==> src/rtl/i2c_slave_pkg.sv <==
// shared constants and types for the i2c slave serial port
// assumes a single system clock domain; bus pins are sampled, never used as clocks
package i2c_slave_pkg;

   // ****************************************
   // mode field encodings
   // ****************************************
   localparam logic [3:0] MODE_SLAVE7       = 4'h6;
   localparam logic [3:0] MODE_SLAVE10      = 4'h7;
   localparam logic [3:0] MODE_MASTER_IDLE  = 4'hb;
   localparam logic [3:0] MODE_SLAVE7_SP    = 4'he;
   localparam logic [3:0] MODE_SLAVE10_SP   = 4'hf;

   // ****************************************
   // address and bit counting constants
   // ****************************************
   localparam logic [4:0] TEN_BIT_MARK      = 5'h1e;
   localparam logic [3:0] BITS_PER_BYTE     = 4'h8;
   localparam logic [3:0] ACK_PULSE         = 4'h9;
   localparam logic [7:0] OWN_ADDR_RESET    = 8'h00;
   localparam logic       PIN_LOW_LEVEL     = 1'b0;

   // ****************************************
   // carriers
   // ****************************************
   typedef struct packed {
      logic scl;
      logic sda;
   } bus_pins_t;

   // read-only status word, msb first
   typedef struct packed {
      logic data_not_addr;
      logic stop_seen;
      logic start_seen;
      logic read_not_write;
      logic update_due;
      logic buffer_full;
   } status_t;

   // gray coded along idle-shift-ack-tx-hold
   typedef enum logic [2:0] {
      ST_IDLE  = 3'b000,
      ST_SHIFT = 3'b001,
      ST_ACK   = 3'b011,
      ST_TX    = 3'b010,
      ST_HOLD  = 3'b110
   } state_t;

endpackage

==> src/rtl/pin_sync.sv <==
// two-flop synchronisers with edge detection for the bus pins
// assumes inputs are asynchronous to mclk_i
`timescale 1ns/1ns
module pin_sync
   import i2c_slave_pkg::*;
#(
   parameter int WIDTH = 2
) (
   // clock and reset
   input  wire logic             mclk_i,
   input  wire logic             rst_i,
   // raw pins
   input  wire logic [WIDTH-1:0] pin_i,
   // synchronised level and edges
   output logic      [WIDTH-1:0] level_o,
   output logic      [WIDTH-1:0] rise_o,
   output logic      [WIDTH-1:0] fall_o
);
   // ****************************************
   // per-pin chain
   // ****************************************
   if (WIDTH < 1) begin : g_bad
      $error("pin_sync needs at least one pin");
   end
   for (genvar i = 0; i < WIDTH; i++) begin : g_pin
      logic meta;
      logic stable;
      logic prev;
      // bus idles high, so reset to one avoids a false stop edge
      always_ff @(posedge mclk_i or posedge rst_i) begin
         if (rst_i) begin
            meta   <= 1'b1;
            stable <= 1'b1;
            prev   <= 1'b1;
         end else begin
            meta   <= pin_i[i];
            stable <= meta;
            prev   <= stable;
         end
      end
      assign level_o[i] = stable;
      assign rise_o[i]  = stable & ~prev;
      assign fall_o[i]  = ~stable & prev;
   end
endmodule

==> src/rtl/addr_match.sv <==
// own-address comparator for 7-bit, 10-bit header and 10-bit low byte
// purely combinational; caller decides when the result counts
`timescale 1ns/1ns
module addr_match
   import i2c_slave_pkg::*;
(
   // received byte and own address
   input  wire logic [7:0] shift_i,
   input  wire logic [7:0] own_i,
   // mode qualifiers
   input  wire logic       ten_bit_i,
   input  wire logic       expect_low_i,
   // results
   output logic            header_o,
   output logic            match_o
);
   // ****************************************
   // compare
   // ****************************************
   wire upper_eq = (shift_i[7:1] == own_i[7:1]);
   wire full_eq  = (shift_i == own_i);
   assign header_o = (shift_i[7:3] == TEN_BIT_MARK);
   // low byte compares all eight bits, r/w slot is an address bit there
   assign match_o  = expect_low_i ? full_eq : (upper_eq && (!ten_bit_i || header_o));
endmodule

==> src/rtl/i2c_slave_port.sv <==
// slave-side i2c engine: address match, double-buffered receive, auto ack
// assumes software strobes are one-cycle pulses on mclk_i; pins are open drain
`timescale 1ns/1ns
// Overview of operation
// - port works only while enabled
// - mode field picks one of five modes
// - pins driven open drain when configured input
// - status word read only, reports bus state
// - full byte moves to buffer, flag set
// - byte while buffer unread sets overflow
// - matched bytes buffered and acked at once
// - full or overflow: no ack, buffer kept
// - buffer read clears full; overflow software-cleared
// - wait start, shift bits on scl rise
// - compare bits seven to one at eighth fall
// - match loads, sets full, acks, interrupts
// - five top bits mark ten-bit header
// - ten-bit address byte sets update, holds scl; code does neither for a low byte whose bit zero is one
// - read header sets only interrupt, full
// - write address clears direction, buffers address
// - interrupt per byte; software clears it
// - transmitter drives data pin when needed
// - no general call; start/stop interrupts given
// - master idle mode value recognised
// - start/stop bits cleared on reset, disable
module i2c_slave_port
   import i2c_slave_pkg::*;
(
   // clock and reset
   input  wire logic       mclk_i,
   input  wire logic       rst_i,
   // bus pins
   input  wire logic       scl_i,
   input  wire logic       sda_i,
   output logic            scl_o,
   output logic            scl_oe_n_o,
   output logic            sda_o,
   output logic            sda_oe_n_o,
   // configuration
   input  wire logic       port_enable_bit_i,
   input  wire logic [3:0] mode_select_field_i,
   input  wire logic [1:0] pin_direction_bits_i,
   // software strobes
   input  wire logic       addr_wr_i,
   input  wire logic [7:0] addr_wdata_i,
   input  wire logic       buf_rd_i,
   input  wire logic       tx_wr_i,
   input  wire logic [7:0] tx_data_i,
   input  wire logic       int_clear_i,
   input  wire logic       ovf_clear_i,
   // status
   output status_t         port_status_register_o,
   output logic            receive_overflow_flag_o,
   output logic            port_interrupt_flag_o,
   output logic [7:0]      transfer_buffer_o,
   output logic [7:0]      own_address_register_o
);
   // ****************************************
   // declarations
   // ****************************************
   bus_pins_t  pin_lvl;
   bus_pins_t  pin_rise;
   bus_pins_t  pin_fall;
   state_t     state;
   state_t     after_ack;
   logic [3:0] bit_cnt;
   logic [7:0] shift_register;
   logic [7:0] tx_shift;
   logic [7:0] transfer_buffer;
   logic [7:0] own_address_register;
   logic       buffer_full_flag;
   logic       receive_overflow_flag;
   logic       port_interrupt_flag;
   logic       address_update_due_flag;
   logic       start_seen;
   logic       stop_seen;
   logic       read_not_write;
   logic       data_not_addr;
   logic       addressed;
   logic       expect_low;
   logic       hi_ok;
   logic       tx_mode;
   logic       ack_drive;
   logic       hold_scl;
   logic       int_pend;
   logic       master_nack;
   logic       header;
   logic       addr_hit;
   logic       ten_bit;

   // ****************************************
   // pin synchronisers and comparator
   // ****************************************
   pin_sync #(.WIDTH(2)) u_sync (
      .mclk_i  (mclk_i),
      .rst_i   (rst_i),
      .pin_i   ({scl_i, sda_i}),
      .level_o (pin_lvl),
      .rise_o  (pin_rise),
      .fall_o  (pin_fall)
   );

   addr_match u_match (
      .shift_i      (shift_register),
      .own_i        (own_address_register),
      .ten_bit_i    (ten_bit),
      .expect_low_i (expect_low),
      .header_o     (header),
      .match_o      (addr_hit)
   );

   // ****************************************
   // mode decode
   // ****************************************
   wire slave7     = (mode_select_field_i == MODE_SLAVE7) || (mode_select_field_i == MODE_SLAVE7_SP);
   assign ten_bit  = (mode_select_field_i == MODE_SLAVE10) || (mode_select_field_i == MODE_SLAVE10_SP);
   wire master_idl = (mode_select_field_i == MODE_MASTER_IDLE);
   wire sp_irq     = (mode_select_field_i == MODE_SLAVE7_SP) || (mode_select_field_i == MODE_SLAVE10_SP)
                     || master_idl;
   wire i2c_mode   = slave7 || ten_bit || master_idl;
   wire enabled    = port_enable_bit_i && i2c_mode;
   wire active     = port_enable_bit_i && (slave7 || ten_bit);
   wire pins_ok    = enabled && (&pin_direction_bits_i);

   // ****************************************
   // bus conditions and byte events
   // ****************************************
   wire start_det  = pin_lvl.scl && pin_fall.sda;
   wire stop_det   = pin_lvl.scl && pin_rise.sda;
   wire byte_done  = (state == ST_SHIFT) && pin_fall.scl && (bit_cnt == BITS_PER_BYTE);
   wire ack_fall   = (state == ST_ACK) && pin_fall.scl;
   wire tx_end     = (state == ST_TX) && pin_fall.scl && (bit_cnt == ACK_PULSE);
   wire rw_bit     = shift_register[0];
   wire addr_phase = !addressed;
   // a read header is only ours after a full ten-bit write address
   wire take_byte  = addressed || (addr_hit && (!ten_bit || expect_low || !rw_bit || hi_ok));
   wire ack_ok     = take_byte && !buffer_full_flag && !receive_overflow_flag;
   wire goes_tx    = ack_ok && addr_phase && rw_bit && !(ten_bit && expect_low);
   wire ua_byte    = take_byte && ten_bit && addr_phase && !rw_bit;
   wire ten_lo     = ten_bit && expect_low && addr_phase;
   wire ten_hw     = ten_bit && !expect_low && addr_phase && header && !rw_bit;
   wire load_buf   = byte_done && ack_ok;
   wire ovf_set    = byte_done && take_byte && !ack_ok;
   wire int_set    = (ack_fall && int_pend) || tx_end || (sp_irq && enabled && (start_det || stop_det));
   wire release_ok = tx_mode ? tx_wr_i : addr_wr_i;

   // ****************************************
   // next-state after the ack slot
   // ****************************************
   wire    addr_nack  = addr_phase && !ack_ok;
   state_t next_after;
   assign next_after = addr_nack ? ST_IDLE :
                       (goes_tx || (ua_byte && ack_ok)) ? ST_HOLD : ST_SHIFT;

   // ****************************************
   // pin drive, open drain only pulls low
   // ****************************************
   // bit zero stands until the eighth fall; letting go at the eighth rise would fake a stop
   wire tx_bit_low = (state == ST_TX) && (bit_cnt <= BITS_PER_BYTE) && !tx_shift[7];
   wire sda_drive  = pins_ok && (((state == ST_ACK) && ack_drive) || tx_bit_low);
   wire scl_drive  = pins_ok && hold_scl;
   assign sda_o      = PIN_LOW_LEVEL;
   assign scl_o      = PIN_LOW_LEVEL;
   assign sda_oe_n_o = ~sda_drive;
   assign scl_oe_n_o = ~scl_drive;

   // ****************************************
   // receive shifter and bit counter
   // ****************************************
   // samples sda on the synchronised scl rise; counter stops at eight, before the ack pulse
   always_ff @(posedge mclk_i or posedge rst_i) begin
      if (rst_i) begin
         shift_register <= 8'h00;
      end else if ((state == ST_SHIFT) && pin_rise.scl && (bit_cnt < BITS_PER_BYTE)) begin
         shift_register <= {shift_register[6:0], pin_lvl.sda};
      end
   end

   // ****************************************
   // main sequencer
   // ****************************************
   // start restarts the byte from any state; disable forces idle
   always_ff @(posedge mclk_i or posedge rst_i) begin
      if (rst_i) begin
         state      <= ST_IDLE;
         after_ack  <= ST_IDLE;
         bit_cnt    <= 4'h0;
         ack_drive  <= 1'b0;
         hold_scl   <= 1'b0;
         int_pend   <= 1'b0;
         addressed  <= 1'b0;
         expect_low <= 1'b0;
         hi_ok      <= 1'b0;
         tx_mode    <= 1'b0;
      end else if (!active) begin
         state      <= ST_IDLE;
         ack_drive  <= 1'b0;
         hold_scl   <= 1'b0;
         int_pend   <= 1'b0;
         addressed  <= 1'b0;
         expect_low <= 1'b0;
         hi_ok      <= 1'b0;
         tx_mode    <= 1'b0;
      end else if (start_det) begin
         state      <= ST_SHIFT;
         bit_cnt    <= 4'h0;
         ack_drive  <= 1'b0;
         hold_scl   <= 1'b0;
         addressed  <= 1'b0;
         expect_low <= 1'b0;
         tx_mode    <= 1'b0;
      end else if (stop_det) begin
         state      <= ST_IDLE;
         ack_drive  <= 1'b0;
         hold_scl   <= 1'b0;
         addressed  <= 1'b0;
         expect_low <= 1'b0;
         hi_ok      <= 1'b0;
         tx_mode    <= 1'b0;
      end else begin
         case (state)
            ST_SHIFT: begin
               if (pin_rise.scl && (bit_cnt < BITS_PER_BYTE)) begin
                  bit_cnt <= bit_cnt + 4'h1;
               end
               if (byte_done) begin
                  state     <= ST_ACK;
                  after_ack <= next_after;
                  ack_drive <= ack_ok;
                  int_pend  <= take_byte;
                  if (ten_hw && ack_ok) begin
                     expect_low <= 1'b1;
                  end
                  if (ten_lo) begin
                     expect_low <= 1'b0;
                     hi_ok      <= ack_ok;
                  end
                  if (addr_phase && ack_ok && !ten_hw) begin
                     addressed <= 1'b1;
                  end
                  if (goes_tx) begin
                     tx_mode <= 1'b1;
                  end
               end
            end
            ST_ACK: begin
               if (pin_fall.scl) begin
                  ack_drive <= 1'b0;
                  int_pend  <= 1'b0;
                  bit_cnt   <= 4'h0;
                  state     <= after_ack;
                  hold_scl  <= (after_ack == ST_HOLD);
               end
            end
            ST_HOLD: begin
               if (release_ok) begin
                  hold_scl <= 1'b0;
                  bit_cnt  <= 4'h0;
                  state    <= tx_mode ? ST_TX : ST_SHIFT;
               end
            end
            ST_TX: begin
               if (pin_rise.scl) begin
                  bit_cnt <= bit_cnt + 4'h1;
               end
               if (tx_end) begin
                  bit_cnt  <= 4'h0;
                  state    <= master_nack ? ST_IDLE : ST_HOLD;
                  hold_scl <= !master_nack;
                  tx_mode  <= !master_nack;
               end
            end
            default: begin
               bit_cnt <= 4'h0;
            end
         endcase
      end
   end

   // ****************************************
   // transmit shifter
   // ****************************************
   // loaded by the software write, shifted on each falling scl up to the eighth;
   // ones fill in so sda is free for the master's ack slot
   always_ff @(posedge mclk_i or posedge rst_i) begin
      if (rst_i) begin
         tx_shift <= 8'h00;
      end else if (tx_wr_i) begin
         tx_shift <= tx_data_i;
      end else if ((state == ST_TX) && pin_fall.scl && (bit_cnt <= BITS_PER_BYTE)) begin
         tx_shift <= {tx_shift[6:0], 1'b1};
      end
   end

   // master ack latched on the ninth rising scl
   always_ff @(posedge mclk_i or posedge rst_i) begin
      if (rst_i) begin
         master_nack <= 1'b0;
      end else if ((state == ST_TX) && pin_rise.scl && (bit_cnt == BITS_PER_BYTE)) begin
         master_nack <= pin_lvl.sda;
      end
   end

   // ****************************************
   // buffer and own address
   // ****************************************
   // a received byte wins over a software transmit load in the same cycle
   always_ff @(posedge mclk_i or posedge rst_i) begin
      if (rst_i) begin
         transfer_buffer <= 8'h00;
      end else if (load_buf) begin
         transfer_buffer <= shift_register;
      end else if (tx_wr_i) begin
         transfer_buffer <= tx_data_i;
      end
   end

   always_ff @(posedge mclk_i or posedge rst_i) begin
      if (rst_i) begin
         own_address_register <= OWN_ADDR_RESET;
      end else if (addr_wr_i) begin
         own_address_register <= addr_wdata_i;
      end
   end

   // ****************************************
   // sticky flags, set wins over clear
   // ****************************************
   always_ff @(posedge mclk_i or posedge rst_i) begin
      if (rst_i) begin
         buffer_full_flag        <= 1'b0;
         receive_overflow_flag   <= 1'b0;
         port_interrupt_flag     <= 1'b0;
         address_update_due_flag <= 1'b0;
      end else begin
         buffer_full_flag        <= load_buf | (buffer_full_flag & ~buf_rd_i);
         receive_overflow_flag   <= ovf_set | (receive_overflow_flag & ~ovf_clear_i);
         port_interrupt_flag     <= int_set | (port_interrupt_flag & ~int_clear_i);
         address_update_due_flag <= (byte_done && ua_byte) | (address_update_due_flag & ~addr_wr_i);
      end
   end

   // ****************************************
   // status bits
   // ****************************************
   // start and stop each clear the other; both drop while disabled
   always_ff @(posedge mclk_i or posedge rst_i) begin
      if (rst_i) begin
         start_seen     <= 1'b0;
         stop_seen      <= 1'b0;
         read_not_write <= 1'b0;
         data_not_addr  <= 1'b0;
      end else if (!enabled) begin
         start_seen     <= 1'b0;
         stop_seen      <= 1'b0;
         read_not_write <= 1'b0;
         data_not_addr  <= 1'b0;
      end else begin
         if (start_det) begin
            start_seen <= 1'b1;
            stop_seen  <= 1'b0;
         end else if (stop_det) begin
            start_seen <= 1'b0;
            stop_seen  <= 1'b1;
         end
         if (byte_done && take_byte) begin
            data_not_addr <= addressed;
            if (addr_phase) begin
               read_not_write <= rw_bit && !(ten_bit && expect_low);
            end
         end
      end
   end

   // ****************************************
   // outputs
   // ****************************************
   assign port_status_register_o = '{data_not_addr  : data_not_addr,
                                     stop_seen      : stop_seen,
                                     start_seen     : start_seen,
                                     read_not_write : read_not_write,
                                     update_due     : address_update_due_flag,
                                     buffer_full    : buffer_full_flag};
   assign receive_overflow_flag_o = receive_overflow_flag;
   assign port_interrupt_flag_o   = port_interrupt_flag;
   assign transfer_buffer_o       = transfer_buffer;
   assign own_address_register_o  = own_address_register;
endmodule

==> config.mk <==
export PLATFORM = sky130hd
export DESIGN_NAME = i2c_slave_port
export DESIGN_NICKNAME = d
export VERILOG_FILES = /design/src/rtl/i2c_slave_pkg.sv /design/src/rtl/pin_sync.sv /design/src/rtl/addr_match.sv /design/src/rtl/i2c_slave_port.sv
export SDC_FILE = /design/constraint.sdc
export NUM_CORES = 1
export LEC_CHECK = 0
export BUFFER_PORTS_ARGS = -buffer_cell sky130_fd_sc_hd__buf_4
export CORE_MARGIN = 10
export CORE_UTILIZATION = 56
export DETAILED_ROUTE_END_ITERATION = 10
export PLACE_DENSITY = 0.82
export SYNTH_ARGS = -nofsm -noshare
export SYNTH_HDL_FRONTEND = slang
export SYNTH_SLANG_ARGS = --single-unit
==> constraint.sdc <==
create_clock -name mclk_i -period 2.5 [get_ports mclk_i]
set_input_delay 0.125 -clock mclk_i [delete_from_list [all_inputs] [get_ports mclk_i]]
set_output_delay 0.125 -clock mclk_i [all_outputs]
set_load 0.005 [all_outputs]
* Word level (Yosys, flattened, before mapping)
Cells that the tools add are included. W data, S select, Z words.
Word-level totals: register bits after elaboration 64, latch bits 0, RAM bits 0, ROM bits 0, bits of input ports 32, output and inout port bits 28, logic and storage cells 270, memories kept 0
Cells by class: add/sub/neg operators 1, $mul 0, divide/modulo/power cells 0, $lt $le $gt $ge 2, eq/ne operators 44, shift-type cells 0, multiplexer cells 80, bitwise operators 24, reduce and logical (&&, ||, !) cells 90
Operators by type and width (count):
- $mux W1 | 52
- $logic_and A1 B1 Y1 | 49
- $mux W8 | 4
- $mux W3 | 10
- $mux W4 | 7
- $ne A5 B5 Y1 const B | 5
- $eq A4 B4 Y1 const B | 5
- $logic_or A1 B1 Y1 | 16
- $pmux W4 S4 | 1
- $ne A3 B1 Y1 const B | 5
- $ne A5 B1 Y1 const B | 3
- $reduce_and A5 Y1 | 3
- $ne A3 B3 Y1 const B | 4
- $ne A4 B1 Y1 const B | 3
- $not A1 Y1 | 12
- $pmux W3 S4 | 1
- $reduce_and A4 Y1 | 3
- $logic_not A1 Y1 | 11
- $reduce_and A3 Y1 | 3
- $and A1 B1 Y1 | 8
- $eq A4 B3 Y1 const B | 2
- $eq A8 B8 Y1 | 1
- $ne A2 B2 Y1 const B | 4
- $eq A7 B7 Y1 | 1
- 19 further kinds | 28

* Logic depth before layout (Yosys ltp)
word-level depth 19, depth in mapped cells 8, gate-level depth less buffers 7

* By module
A second synthesis with hierarchy kept.
Second synthesis, totals: cell total of the unflattened synthesis 329, area total of the unflattened synthesis 3323.2 um2
Modules (own cells, without submodules):
- i2c_slave_port | times used 1, cells each 299, area each 2992.9 um2, seq. area each 1426.4 um2
- pin_sync | times used 1, cells each 13, area each 211.5 um2, seq. area each 157.7 um2
- addr_match | times used 1, cells each 17, area each 118.9 um2, seq. area each 0.0 um2

* Worst setup path before layout
Ideal clock, no wire load.
path kind reg-to-reg, from reg shift_register[0], to reg transfer_buffer[0], in the netlist transfer_buffer_o[0], setup time 0.125 ns, arrival 1.815 ns, data required time 2.375 ns, slack 0.561 ns, cell stages (with the launch flop) 6, path buffers 0, period minus slack after synthesis 1.939 ns, cell sequence dfrtp_1 > or2b_2 > a311oi_1 > nor4_4 > o21ai_4 > mux2_2
Between the ends: cells in the longest elaborated chain, start to end 9, elaborated cells between the ends (all ways) 12, those cells by class 1 x eq/ne; 2 x mux; 9 x reduce/logical
Ends and longest elaborated chain:
- start, declared | RTL line i2c_slave_port.sv:67 | logic [7:0] shift_register;
- start signal, assigned | RTL line i2c_slave_port.sv:175 | shift_register <= {shift_register[6:0], pin_lvl.sda};
- branches (longest 9 deep; another with $eq A8 B8 Y1)
- end signal, assigned | RTL line i2c_slave_port.sv:312 | transfer_buffer <= shift_register;
- end signal, assigned | RTL line i2c_slave_port.sv:314 | transfer_buffer <= tx_data_i;
- end, declared | RTL line i2c_slave_port.sv:69 | logic [7:0] transfer_buffer;
Several ways; the timed one is not identified. A chain may end at the register's enable or synchronous reset.

* Worst setup path in the final report
from reg shift_register[0], to reg after_ack[1]
Between the ends: cells in the longest elaborated chain, start to end 13, elaborated cells between the ends (all ways) 21, those cells by class 1 x eq/ne; 3 x mux; 17 x reduce/logical
Ends and longest elaborated chain:
- branches (longest 12 deep; another with $eq A8 B8 Y1)
- $mux W3 * | RTL line i2c_slave_port.sv:152 | assign next_after = addr_nack ? ST_IDLE :
- end signal, assigned | RTL line i2c_slave_port.sv:228 | after_ack <= next_after;
- end, declared | RTL line i2c_slave_port.sv:65 | state_t after_ack;
Every way passes the cells marked *.

==> reports/results.env <==
CRIT_START='shift_register[0]'
NUMCLOCKSINKS=63
DEPTH_OF_THE_CTS_H_TREE=3
CORE_REGION_AREA_UM2=5640
GRT_REMAINING_OVERFLOW=0
PWRDENS_nW_PER_UM2=607
SYNTH_XOR_XNOR_AREA_SHARE_PCT=2.64
VIASPERCELL=5.78
EFFECTIVE_UTILIZATION_AT_FLOORPLAN_PCT=58.8
YOSYSSEQAREASHARE_PCT=47.7
TIMING.FMAX_GHz=0.451
PATH_DEPTH=5
ASYNC_RESET_FF_SHARE_PCT=100
R2R_SETUP_SLACK_PS=280
SYNTH.MUX.AREA_FRACTION_PCT=12.6
POST_ROUTE_CELLS_DRIVE_ABOVE_1_SHARE_PCT=32.4
LAYOUT_MIN_CYCLE_TIME_PS=2220
ROUTED_WL_MM=8.04
SYNTH_TOP_FAMILY_BY_AREA='simple AND/OR/NAND/NOR gates'
CHIPWIDTH_UM=97.0
RUN_STATUS='finished, final reports clean'
FIN_WORST_SKEW_PS=14.0
GRT_USE_TOTAL_PCT=17.2
CPLARGESTDELAYFAMILY='simple AND/OR/NAND/NOR gates'
DETAILROUTE.VIA_COUNT=2681
ANTENNA_VIOLATING_NETS_POST_ROUTE=0
WORST_SLEW_PIN_SLEW_PS=675
SYNTH_COMMONEST_CELLS='sky130_fd_sc_hd__dfrtp_1 (57), sky130_fd_sc_hd__mux2_2 (29), sky130_fd_sc_hd__nand2_1 (25)'
IR_DROP_WORST_CASE_VDD_V=0.000399
YOSYS.AREA.TOP_TYPE_SHARE_PCT=43.0
CRITICAL_PATH.REG2REG.ENDPOINT='after_ack[1]'
TIMING.CRITICAL_PATH.SLOWEST_CELL_DELAY_PS=590
CRITICAL-PATH-SLOWEST-CELL='sky130_fd_sc_hd__nor4_4'
CP.REQUIRED_PS=2720
FIRST_ITER_VIOLATIONS=162
PLACEDCELLCOUNT=439
HOLDCRITPATHCLASS='in -> reg'
POST_SYNTH_INST_COUNT=321
ANTENNA_CELLS_INSERTED=0
FILLERS=394
POST_CTS_RESIZED=0
SYNTH_ENABLE_FLOP_CELLS=0
CTS-ROOT-TO-SINK-BUFFERS=2
WORSTREG2REGSTART='shift_register[0]'
SYNTH_SIMPLE_GATE_AREA_SHARE_PCT=15.7
POST_SYNTH.CELL_AREA_AVG_UM2=10.3
AREA_DELTA_SYNTH_FINAL_PCT=23.9
WORST-SETUP-PATH-TYPE='reg -> reg'
DESIGN_POWER_TOTAL_mW=2.50
CP_MAX_FO=10
DRC=0
ANTENNA_VIOLATIONS_BEFORE_REPAIR=0
FIRST_GLOBAL_VIAS=2681
BUFFERS_AND_INVERTERS_ON_THE_WORST_PATH=0
SYNTH-WARNING-COUNT=0
SETUP.WORST_PATH.START_CLASS='flop'
CRITPATHARRIVALTIME_PS=2440
MAXSLEWHEADROOM_PCT=54.9
GRT_START_MAX_NET_PINS=33
SETUP-TNS-FINAL_PS=0
RSZ_0062_RAISED_AFTER_GLOBAL_ROUTING='false'
CTS_TREE='built'
POST-CTS-SETUP-BUFFERS=0
POST_SYNTH_FA_HA_MAJ_AREA_FRACTION_PCT=1.13
ITERATION_COUNT_OF_THE_INITIAL_DETAILED_ROUTING_PASS=5
WORSTPATHCELLLIST='xor2_1 > a211o_1 > nor4_4 > nand2_1 > o41ai_1'
DIE_H_UM=97.0
SYNTH-COMPOUND-AREA-SHARE_PCT=14.3
DESIGN.FINAL.NETS=422
SYNTHDOMINANTAREACELLTYPE='sky130_fd_sc_hd__dfrtp_1'
R2R.WORST_PATH.CELLS=5
END_KIND='flop'
PLACED_WIRE_LENGTH_ESTIMATE_AFTER_DETAILED_PLACEMENT_MM=5.95
SYNTHFLOPTYPE='sky130_fd_sc_hd__dfrtp_1'
SYNTHTOPCELLSBYAREA='sky130_fd_sc_hd__dfrtp_1 (43%), sky130_fd_sc_hd__mux2_2 (9.8%), sky130_fd_sc_hd__dfstp_2 (4.8%)'
SYNTH_MOST_COMMON_CELL='sky130_fd_sc_hd__dfrtp_1'
CLKTRANSATPATHREGS_PS=80
CLOCK_LATENCY_PS=340
FINAL.PERIOD_UTILIZATION_PCT=88.8
YOSYS.CELL_TYPES.COUNT=61
PLACEMENTROWS=27
NETLIST_AREA_UM2=3320
FINALNONFILLERCELLS=464
DETAIL_ROUTE.WL_PER_CELL_UM=17.3
HOLD_VIOL=0
DIE-AREA_UM2=9400
GP_CONGESTION=0.919
CTS-ROOT-BUF='sky130_fd_sc_hd__clkbuf_8'
BUFFER_PORTS.INSERTED=57
NUMCTSBUFFERS=9
FINALSETUPVIOLATIONS=0
CTS.HOLD.BUFFERS_ADDED=6
POWER_LEAKAGE_nW=1.87
BOUNDARYPINS=60
TIMING.CRITICAL_PATH.TO='after_ack[1]'
MAXCAPVIOLCOUNT=0
GRT_FIRST_PASS_WIRELENGTH_MM=13.5
SLEW_VIOLATIONS=0
SYNTH-SEQ-CELLS=63
[layer usage]
metal	track usage, %	part of all wire (%)
met4	7.67	2.0
met5	0	0
met1	23.6	46
met3	3.90	7.2
met2	25.0	45
[cells in the final DEF (no fill, tap or decap), types with 6 or more instances in the layout]
cell and instances:
sky130_fd_sc_hd__nor2b_1 6, sky130_fd_sc_hd__inv_1 22, sky130_fd_sc_hd__a21oi_1 15, sky130_fd_sc_hd__mux2_2 29, sky130_fd_sc_hd__dlygate4sd3_1 9, sky130_fd_sc_hd__mux2i_1 9, sky130_fd_sc_hd__buf_4 65, sky130_fd_sc_hd__dfrtp_1 57
sky130_fd_sc_hd__nand3_1 7, sky130_fd_sc_hd__nand2_1 25, sky130_fd_sc_hd__nor2_1 15, sky130_fd_sc_hd__o21ai_0 22, sky130_fd_sc_hd__clkbuf_8 10, sky130_fd_sc_hd__dfstp_2 6
[stage by stage]
stage               hold slack (ps)  setup WS [ps]  util [%]  cell area [um2]
floorplan                       129            561         -             3320
global placement                234            403      67.3             3800
detailed placement              236            349      67.3             3800
CTS                            2.69            291      72.3             4080
global route                   7.86           71.5      72.9             4110
finish                         11.0            281      72.9             4110
[how the worst min path moves through the flow]
stage / startpoint / cells past startpoint / to / slack [ps]
global placement: sda_i / 1 / u_sync.g_pin[0].meta / 230
CTS: tx_data_i[5] / 3 / tx_shift[5] / 3
detailed placement: sda_i / 1 / u_sync.g_pin[0].meta / 240
global route: addr_wdata_i[5] / 2 / own_address_register_o[5] / 8
floorplan: sda_i / 0 / u_sync.g_pin[0].meta / 130
finish: tx_data_i[5] / 3 / tx_shift[5] / 10
[state kept, by name, indices dropped and copies added, names as in the netlist, 2 cells and up]
signal	count
transfer_buffer_o	8
shift_register	8
u_sync.g_pin.prev	2
bit_cnt	4
state	3
tx_shift	8
after_ack	2
own_address_register_o	8
u_sync.g_pin.meta	2
u_sync.g_pin.stable	2
[worst reg2reg max path: cells and delay by family, from the launching register on]
kind             cells  cell delay (ps)
XOR/XNOR             1              170
AO/OA/AOI/OAI        2              710
AND/OR/NAND/NOR      2              780
flip-flops           1              440
[cell families (layout without fill, tap and decap cells)]
logic type,after synthesis,in the layout
AOI/OAI and AO/OA,71,71
xor gates and xnor gates,10,10
adders and majority gates,3,3
buffers and inverters,43,113
DFF,63,63
muxes,38,38
other,1,2
and+or+nand+nor,92,92
[report_power, final]
part	leakage (nW)	switching (mW)	internal (mW)	total [mW]
sequential	0.802	0.0684	1.09	1.16
combinational	0.962	0.168	0.189	0.357
clock	0.110	0.392	0.589	0.981
[final cells by class]
| class | instances | area (um2) | share of cell area, % |
|---|---|---|---|
| clock inverters | 5 | 81.3 | 1.98 |
| well taps | 72 | 90.1 | 2.19 |
| flip-flops and latches | 63 | 1580 | 38.5 |
| repair buffers | 74 | 578 | 14.1 |
| inverters | 23 | 86.3 | 2.10 |
| clock buffers | 11 | 141 | 3.44 |
| multi-input cells | 216 | 1550 | 37.7 |
Note: power is estimated with default switching activity, not from simulation.
